$ cat src/core/ccu_pkg.sv
package ccu_pkg;
   // register indexes; byte address is four times the index
   localparam logic [7:0]  IDX_PORT     = 8'h07;
   localparam logic [7:0]  IDX_FLAGS    = 8'h0C;
   localparam logic [7:0]  IDX_TMR_LO   = 8'h0E;
   localparam logic [7:0]  IDX_TMR_HI   = 8'h0F;
   localparam logic [7:0]  IDX_TMR_CTL  = 8'h10;
   localparam logic [7:0]  IDX_VAL_LO   = 8'h15;
   localparam logic [7:0]  IDX_VAL_HI   = 8'h16;
   localparam logic [7:0]  IDX_CTL      = 8'h17;
   localparam logic [7:0]  IDX_DIR      = 8'h87;
   localparam logic [7:0]  IDX_IE       = 8'h8C;
   // mode select codes
   localparam logic [3:0]  MODE_OFF     = 4'h0;
   localparam logic [3:0]  CAP_FALL     = 4'h4;
   localparam logic [3:0]  CAP_RISE     = 4'h5;
   localparam logic [3:0]  CAP_4TH      = 4'h6;
   localparam logic [3:0]  CAP_16TH     = 4'h7;
   localparam logic [3:0]  CMP_SET      = 4'h8;
   localparam logic [3:0]  CMP_CLR      = 4'h9;
   localparam logic [3:0]  CMP_SW       = 4'hA;
   localparam logic [3:0]  CMP_TRIG     = 4'hB;
   localparam logic [1:0]  GRP_CAP      = 2'h1;
   localparam logic [1:0]  GRP_CMP      = 2'h2;
   // field positions and prescaler terminal counts
   localparam int          FLAG_CC_BIT  = 2;
   localparam int          FLAG_TOF_BIT = 0;
   localparam int          PIN_BIT      = 2;
   localparam int          TMR_ON_BIT   = 0;
   localparam logic [1:0]  PSC_4_LAST   = 2'h3;
   localparam logic [3:0]  PSC_16_LAST  = 4'hF;
   localparam logic [7:0]  DIR_RESET    = 8'hFF;

   typedef struct packed {
      logic [5:0]  ctl;
      logic [15:0] val;
      logic [15:0] tmr;
      logic        tmr_on;
      logic        ccf;
      logic        tof;
      logic [7:0]  ie;
      logic [7:0]  port;
      logic [7:0]  dir;
      logic [3:0]  psc;
      logic        latch;
      logic        inv;
      logic        adc;
      logic        pin;
      logic        oe;
      logic        pready;
      logic        slverr;
      logic [7:0]  rdata;
   } ccu_state_type;

   localparam ccu_state_type STATE_RESET = '{
      ctl: 6'h00, val: 16'h0000, tmr: 16'h0000, tmr_on: 1'b0, ccf: 1'b0, tof: 1'b0,
      ie: 8'h00, port: 8'h00, dir: DIR_RESET, psc: 4'h0, latch: 1'b0, inv: 1'b0,
      adc: 1'b0, pin: 1'b0, oe: 1'b0, pready: 1'b0, slverr: 1'b0, rdata: 8'h00};

   typedef struct packed {
      logic meta;
      logic sync;
      logic prev;
   } ccu_sync_type;
endpackage

$ cat src/core/ccu_capture_compare_unit.sv
// Implementation choice: register access over APB.
`timescale 1ns/100ps
// Summary of operation
// - capture copies full timer count into value
// - mode picks falling, rising, 4th, 16th edge
// - mode zero disables and resets internal state
// - compare set/clear modes drive pin, flag
// - software-interrupt compare only sets the flag
// - trigger compare resets timer, starts conversion
// - constant compare; pin action and flag together
// - capture sets sticky flag until software clears
// - new capture overwrites unread held value
// - prescaler cleared when off or not capturing
// - capture-to-capture mode change keeps prescaler
// - clear-to-set via low bit inverts output
// - pin level observed even when driven
// - control bits 5-4 stored, ignored here
// - value bytes separate; control 7-6 read zero
// - trigger reset never sets timer overflow flag
// - timer write beats simultaneous trigger reset
// - clearing control forces compare latch low
module ccu_capture_compare_unit (
   input  wire logic        core_clk_i,
   input  wire logic        rst_i,
   input  wire logic        psel_i,
   input  wire logic        penable_i,
   input  wire logic        pwrite_i,
   input  wire logic [11:0] paddr_i,
   input  wire logic [31:0] pwdata_i,
   output logic      [31:0] prdata_o,
   output logic             pready_o,
   output logic             pslverr_o,
   input  wire logic        cc_pin_i,
   output logic             cc_pin_o,
   output logic             cc_pin_oe_o,
   input  wire logic        adc_enable_i,
   output logic             adc_start_o
);
   ccu_pkg::ccu_state_type s_q;
   ccu_pkg::ccu_state_type s_d;
   logic                   pin_rise;
   logic                   pin_fall;
   logic [3:0]             mode;
   logic                   cap_mode;
   logic                   cmp_mode;
   logic                   match;
   logic                   trig;
   logic                   cap_ev;
   logic                   capture;
   logic [7:0]             idx;
   logic                   wr_en;
   logic                   tmr_wr;
   logic [7:0]             wd;
   logic [16:0]            tmr_inc;

   // pin seen at its level whatever the direction bit says
   ccu_pin_sync u_sync (
      .core_clk_i (core_clk_i),
      .rst_i      (rst_i),
      .pin_i      (cc_pin_i),
      .rise_o     (pin_rise),
      .fall_o     (pin_fall)
   );

   // decode of mode and events from present state
   always_comb begin
      mode     = s_q.ctl[3:0];
      cap_mode = mode[3:2] == ccu_pkg::GRP_CAP;
      cmp_mode = mode[3:2] == ccu_pkg::GRP_CMP;
      match    = cmp_mode && (s_q.tmr == s_q.val);
      trig     = match && (mode == ccu_pkg::CMP_TRIG);
      case (mode)
         ccu_pkg::CAP_FALL: cap_ev = pin_fall;
         ccu_pkg::CAP_RISE: cap_ev = pin_rise;
         ccu_pkg::CAP_4TH:  cap_ev = pin_rise && (s_q.psc[1:0] == ccu_pkg::PSC_4_LAST);
         ccu_pkg::CAP_16TH: cap_ev = pin_rise && (s_q.psc == ccu_pkg::PSC_16_LAST);
         default:           cap_ev = 1'b0;
      endcase
      capture = cap_mode && cap_ev;
      idx     = paddr_i[9:2];
      wd      = pwdata_i[7:0];
      // a write lands at the edge where the master sees pready
      wr_en   = psel_i && penable_i && pwrite_i && s_q.pready;
      tmr_wr  = wr_en && (idx == ccu_pkg::IDX_TMR_LO || idx == ccu_pkg::IDX_TMR_HI);
      tmr_inc = {1'b0, s_q.tmr} + 17'h00001;
   end

   // next state: software writes first, hardware events over them, except that a timer write beats trigger reset and count, and mode zero clears the latch last
   always_comb begin
      s_d        = s_q;
      s_d.adc    = trig && adc_enable_i;
      // one wait state so read data come from a flop
      s_d.pready = psel_i && penable_i && !s_q.pready;
      if (psel_i && penable_i && !s_q.pready) begin
         s_d.slverr = 1'b0;
         case (idx)
            ccu_pkg::IDX_PORT:    s_d.rdata = s_q.port;
            ccu_pkg::IDX_FLAGS:   s_d.rdata = {5'h00, s_q.ccf, 1'b0, s_q.tof};
            ccu_pkg::IDX_TMR_LO:  s_d.rdata = s_q.tmr[7:0];
            ccu_pkg::IDX_TMR_HI:  s_d.rdata = s_q.tmr[15:8];
            ccu_pkg::IDX_TMR_CTL: s_d.rdata = {7'h00, s_q.tmr_on};
            ccu_pkg::IDX_VAL_LO:  s_d.rdata = s_q.val[7:0];
            ccu_pkg::IDX_VAL_HI:  s_d.rdata = s_q.val[15:8];
            ccu_pkg::IDX_CTL:     s_d.rdata = {2'h0, s_q.ctl};
            ccu_pkg::IDX_DIR:     s_d.rdata = s_q.dir;
            ccu_pkg::IDX_IE:      s_d.rdata = s_q.ie;
            default: begin
               s_d.rdata  = 8'h00;
               s_d.slverr = 1'b1;
            end
         endcase
      end
      if (wr_en) begin
         case (idx)
            ccu_pkg::IDX_PORT:    s_d.port = wd;
            ccu_pkg::IDX_FLAGS: begin
               s_d.ccf = wd[ccu_pkg::FLAG_CC_BIT];
               s_d.tof = wd[ccu_pkg::FLAG_TOF_BIT];
            end
            ccu_pkg::IDX_TMR_CTL: s_d.tmr_on = wd[ccu_pkg::TMR_ON_BIT];
            ccu_pkg::IDX_VAL_LO:  s_d.val[7:0] = wd;
            ccu_pkg::IDX_VAL_HI:  s_d.val[15:8] = wd;
            ccu_pkg::IDX_CTL: begin
               s_d.ctl = wd[5:0];
               // dropping only the low bit from clear-mode flips the output
               if (mode == ccu_pkg::CMP_CLR && wd[3:0] == ccu_pkg::CMP_SET) begin
                  s_d.inv = 1'b1;
               end
            end
            ccu_pkg::IDX_DIR:     s_d.dir = wd;
            ccu_pkg::IDX_IE:      s_d.ie = wd;
            default:              s_d.ie = s_q.ie;
         endcase
      end
      // timer: software write wins, then trigger reset, then count
      if (tmr_wr) begin
         if (idx == ccu_pkg::IDX_TMR_LO) begin
            s_d.tmr[7:0] = wd;
         end else begin
            s_d.tmr[15:8] = wd;
         end
      end else if (trig) begin
         s_d.tmr = 16'h0000;
      end else if (s_q.tmr_on) begin
         s_d.tmr = tmr_inc[15:0];
         if (tmr_inc[16]) begin
            s_d.tof = 1'b1;
         end
      end
      // capture overwrites even an unread value and any byte write
      if (capture) begin
         s_d.val = s_q.tmr;
      end
      // flag set beats a software clear in the same cycle
      if (capture || match) begin
         s_d.ccf = 1'b1;
      end
      if (match && mode == ccu_pkg::CMP_SET) begin
         s_d.latch = 1'b1;
      end else if (match && mode == ccu_pkg::CMP_CLR) begin
         s_d.latch = 1'b0;
      end
      // prescaler counts rising edges; a direct capture mode change keeps it
      if (s_d.ctl[3:2] != ccu_pkg::GRP_CAP) begin
         s_d.psc = 4'h0;
      end else if (cap_mode && pin_rise) begin
         s_d.psc = s_q.psc + 4'h1;
      end
      // mode zero is the unit reset
      if (s_d.ctl[3:0] == ccu_pkg::MODE_OFF) begin
         s_d.latch = 1'b0;
         s_d.inv   = 1'b0;
      end
      // compare modes own the pin, otherwise the port latch drives it
      if (s_d.ctl[3:2] == ccu_pkg::GRP_CMP) begin
         s_d.pin = s_d.latch ^ s_d.inv;
      end else begin
         s_d.pin = s_d.port[ccu_pkg::PIN_BIT];
      end
      s_d.oe = ~s_d.dir[ccu_pkg::PIN_BIT];
   end

   always_ff @(posedge core_clk_i or posedge rst_i) begin
      if (rst_i) begin
         s_q <= ccu_pkg::STATE_RESET;
      end else begin
         s_q <= s_d;
      end
   end

   // all outputs straight from the state flops
   assign prdata_o    = {24'h000000, s_q.rdata};
   assign pready_o    = s_q.pready;
   assign pslverr_o   = s_q.slverr;
   assign cc_pin_o    = s_q.pin;
   assign cc_pin_oe_o = s_q.oe;
   assign adc_start_o = s_q.adc;
endmodule

$ cat src/core/ccu_pin_sync.sv
`timescale 1ns/100ps
module ccu_pin_sync (
   input  wire logic core_clk_i,
   input  wire logic rst_i,
   input  wire logic pin_i,
   output logic      rise_o,
   output logic      fall_o
);
   ccu_pkg::ccu_sync_type s_q;
   ccu_pkg::ccu_sync_type s_d;

   // meta feeds only sync; edges look at sync and prev
   always_comb begin
      s_d      = s_q;
      s_d.meta = pin_i;
      s_d.sync = s_q.meta;
      s_d.prev = s_q.sync;
   end

   always_ff @(posedge core_clk_i or posedge rst_i) begin
      if (rst_i) begin
         s_q <= '0;
      end else begin
         s_q <= s_d;
      end
   end

   // one pulse per settled edge
   assign rise_o = s_q.sync & ~s_q.prev;
   assign fall_o = ~s_q.sync & s_q.prev;
endmodule

$ cat config.mk
export PLATFORM = sky130hd
export DESIGN_NAME = ccu_capture_compare_unit
export DESIGN_NICKNAME = d
export VERILOG_FILES = /design/src/core/ccu_pkg.sv /design/src/core/ccu_capture_compare_unit.sv /design/src/core/ccu_pin_sync.sv
export SDC_FILE = /design/constraint.sdc
export NUM_CORES = 1
export LEC_CHECK = 0
export BUFFER_PORTS_ARGS = -buffer_cell sky130_fd_sc_hd__buf_2
export CAP_MARGIN = 20
export CORE_MARGIN = 3
export CORE_UTILIZATION = 25
export CTS_CLUSTER_DIAMETER = 40
export DETAILED_ROUTE_END_ITERATION = 10
export HOLD_SLACK_MARGIN = 0.08
export SLEW_MARGIN = 20
export SYNTH_ARGS = -nofsm -noshare
export SYNTH_HDL_FRONTEND = slang
export SYNTH_SLANG_ARGS = --single-unit
$ cat constraint.sdc
create_clock -name core_clk_i -period 3.1 [get_ports core_clk_i]
set_clock_uncertainty 0.1 [all_clocks]
set_input_delay 0.155 -clock core_clk_i [delete_from_list [all_inputs] [get_ports core_clk_i]]
set_output_delay 0.155 -clock core_clk_i [all_outputs]
set_load 0.05 [all_outputs]
==> flow_summary_export.csv <==
group,metric,value,unit
setup_path,cp_num_buf_inv,0,
global_routing,grt.met1_usage,19.21,%
route,ant_nets,0,
floorplan,dieArea,22870,um2
setup_path,endpoint_kind,"register",
floorplan,io-pin-count,88,
cells_and_area,multiInputGateArea,2753,um2
timing,fin_crit,2.492,ns
route,vias_per_cell,5.075,
global_routing,grt_pass1_vias,4195,
clock_tree,cts_buffer_depth,2,
route,drt_first_pass_iters,5,
setup_path,cp.required,3.25,ns
route,drt_wl_total,15130,um
placed_design,place_congestion,0.9063,
setup_path,crit_path_start_kind,"register",
run_status,status,"complete, no violations",
logic_synthesis,synth_top_area_cell,"dfrtp_1",
global_routing,gr-total-overflow,0,
cells_and_area,area_growth,14.86,%
placed_design,dp.cells,847,
floorplan,die_h,151.2,um
setup_path,r2r_slack,0.61,ns
hold_path,hold-path-cell-count,3,
hold_path,holdCritPathClass,"in2reg",
global_routing,grt_pass1_wl,23810,um
route,drcViolationCount,0,
setup_path,critical_path.top_delay_family,"simple AND/OR/NAND/NOR gates",
timing,max_freq,401.3,MHz
power_and_ir_drop,power_density,397.4,nW/um2
setup_path,cp_slowest_cell,"and4_1",
floorplan,fp-row-count,52,
cells_and_area,finalNonFillerCells,869,
logic_synthesis,synth_flop_cell,"dfrtp_1",
logic_synthesis,syn-instance-count,555,
logic_synthesis,yosysWarnings,0,
hold_path,worstHoldStart,"pwdata_i[7]",
clock_tree,ctsResizeCount,0,
logic_synthesis,synth_async_sr_flop_share,100.0,%
global_routing,track_usage,13.57,%
clock_tree,htreeDepth,3,
setup_path,rr_worst_depth,6,
floorplan,fp.dieW,151.2,um
clock_tree,cts_root_buf,"clkbuf_16",
timing,fin_ws,0.6081,ns
route,vias,4410,
setup_path,r2r-end,"s_q[46]",
logic_synthesis,ys_ff_latch,87,
floorplan,initial_core_util,25.73,%
setup_path,crit_type,"reg2reg",
timing,fin_crit_sh,80.38,%
timing,tightest_slew,0.8367,ns
cells_and_area,layout-drive-gt1-share,24.21,%
setup_path,cp.arrival,2.64,ns
logic_synthesis,synth_edf_count,0,
cells_and_area,antennaDiodeCount,0,
global_routing,groute.layer.met2.usage,20.89,%
clock_tree,cts_tree,"built",
global_routing,top_usage_layer,"met2",
timing,hold_viol,0,
logic_synthesis,avgSynthCellArea,9.500,um2
logic_synthesis,ys_types,66,
route,drtIter0Drc,363,
cells_and_area,fin_area,6056,um2
power_and_ir_drop,ir_drop,0.0002448,V
placed_design,preCtsSetupSlack,0.5872,ns
cells_and_area,regArea,2187,um2
cells_and_area,final_util,29.55,%
clock_tree,numCtsBuffers,9,
global_routing,met3_usage,3.441,%
logic_synthesis,synth_top_area_share,37.49,%
run,maxCapViolations,0,
clock_tree,cts_setup_buffers,0,
timing,rsz0062_at_grt,"no",
clock_tree,clock-sinks,87,
placed_design,dp_hpwl,10940,um
power_and_ir_drop,leakagePower,2.614,nW
cells_and_area,nets,647,
global_routing,antenna_found_initial,1,
cells_and_area,fillers,2175,
setup_path,cpPeakStageDelay,0.47,ns
route,wire_per_inst,17.41,um
floorplan,core-area,20490,um2
hold_path,min_to,"s_q[61]",
logic_synthesis,syn_area,5273,um2
logic_synthesis,ys_seq_area_share,41.48,%
setup_path,worstPathCellList,"xnor2_1, nand4_1, nor3_1, and4_1, o21ai_2, mux2_4",
setup_path,path_max_fanout,7,
global_routing,grt_max_degree,45,
setup_path,r2r_start,"s_q[61]",
timing,setup_tns,0,ns
clock_tree,path_clk_slew,0.07,ns
placed_design,io_buffers,35,
timing,setup_viol,0,
timing,slew-limit-headroom,44.22,%
timing,slew_violations,0,
clock_tree,worst_skew_pair.late_latency,0.36,ns
placed_design,placed_cell_area,5722,um2
logic_synthesis,synth_area_leaders,"dfrtp_1, mux2_2, buf_4",
==> placed cells by master, fill, tap and decap left out, types with 4 or more instances in the layout <==
cell type,Yosys,routed
dfrtp_1,79,79
nand4_1,14,14
dfstp_2,8,8
a21oi_1,42,42
conb_1,1,24
a211oi_1,4,4
nand3_1,14,14
nor3_1,13,13
buf_2,11,35
clkinv_2,0,4
clkbuf_16,0,9
and3_1,4,4
buf_4,32,28
nand2_1,36,36
o22ai_1,14,14
mux2i_1,20,20
nand2b_1,6,6
a22o_1,5,5
nor2b_1,4,4
o21ai_1,9,8
dlygate4sd3_1,0,6
inv_1,10,9
o21ai_0,21,21
mux2_2,37,37
nor2_1,44,44
xnor2_1,17,17
nor4_1,4,4
a22oi_1,18,18
==> area by class of cell <==
type,instances,area share (%)
flip-flops and latches,87,36.12
clock inverters,7,0.8058
multi-input cells,416,45.45
clock buffers,9,3.719
repair buffers,70,7.686
inverters,10,0.6405
well taps,270,5.579
==> routing by layer <==
| layer | vias to the layer above | wire, um |
|---|---|---|
| met1 | 2155 | 7046 |
| met2 | 164 | 6878 |
| li1 | 2061 | - |
| met5 | - | 7 |
| met4 | 2 | 232 |
| met3 | 28 | 960 |
==> registers in the layout, summed over array words and instances (netlist names) <==
| signal | cells |
|---|---|
| s_q | 67 |
| prdata_o | 8 |
| mode | 4 |
| u_sync.s_d | 2 |
| adc_start_o | 1 |
| cc_pin_o | 1 |
| cc_pin_oe_o | 1 |
| pready_o | 1 |
| pslverr_o | 1 |
| u_sync.s_q | 1 |
==> worst reg2reg max path, stage by stage (launching register included) <==
cell and delay (ns):
dfrtp_1 0.45, xnor2_1 0.34, nand4_1 0.15, nor3_1 0.35, and4_1 0.47, o21ai_2 0.20
mux2_4 0.32
==> cell usage after synthesis (5+ instances only) <==
| library cell | instances |
|---|---|
| nand4_1 | 14 |
| nand3_1 | 14 |
| nand2b_1 | 6 |
| nand2_1 | 36 |
| dfstp_2 | 8 |
| nor2_1 | 44 |
| xnor2_1 | 17 |
| a21oi_1 | 42 |
| a22o_1 | 5 |
| buf_2 | 11 |
| buf_4 | 32 |
| o21ai_1 | 9 |
| o22ai_1 | 14 |
| o21ai_0 | 21 |
| a22oi_1 | 18 |
| clkbuf_1 | 21 |
| mux2_2 | 37 |
| inv_1 | 10 |
| mux2i_1 | 20 |
| nor3_1 | 13 |
| dfrtp_1 | 79 |
==> cell families (layout without fill, tap and decap cells) <==
kind of cell,Yosys count,in the layout,share of synthesized area [%]
AO/OA/AOI/OAI,136,136,16.02
XOR/XNOR,20,20,3.322
adder cells (fa/ha/maj),2,2,0.4745
buffers and inverters,75,96,8.021
flip-flops,87,87,41.48
multiplexers,58,58,11.98
other,1,24,0.07112
AND/OR/NAND/NOR,176,176,18.63
==> stage by stage <==
step	hold slack [ns]	power [mW]
after floorplan	0.08643	1.352
after detailed placement	0.1738	1.394
after global placement	0.1763	1.393
after CTS	0.08289	2.434
final	0.08565	2.406
after global routing	0.09625	2.497
==> worst max-delay path by stage <==
stage	cells past startpoint	startpoint	to	slack, ns
floorplan	1	rst_i	adc_start_o	0.61
global placement	6	paddr_i[6]	s_q[47]	0.59
detailed placement	6	paddr_i[6]	s_q[47]	0.59
CTS	6	s_q[61]	s_q[46]	0.65
global route	6	s_q[61]	s_q[46]	0.47
finish	6	s_q[61]	s_q[46]	0.61
==> timing repair <==
action,CTS,global route
hold endpoints to repair,51,0
endpoints found under the setup margin,0,0
hold buffers,6,0
==> where the power goes <==
part           internal (mW)  switching (mW)  leakage, nW  total (mW)
logic                 0.0517           0.166         1.40       0.218
clock network          0.544           0.484        0.136        1.03
registers               1.15          0.0123         1.08        1.16
Power figures use the tool's default switching activity.
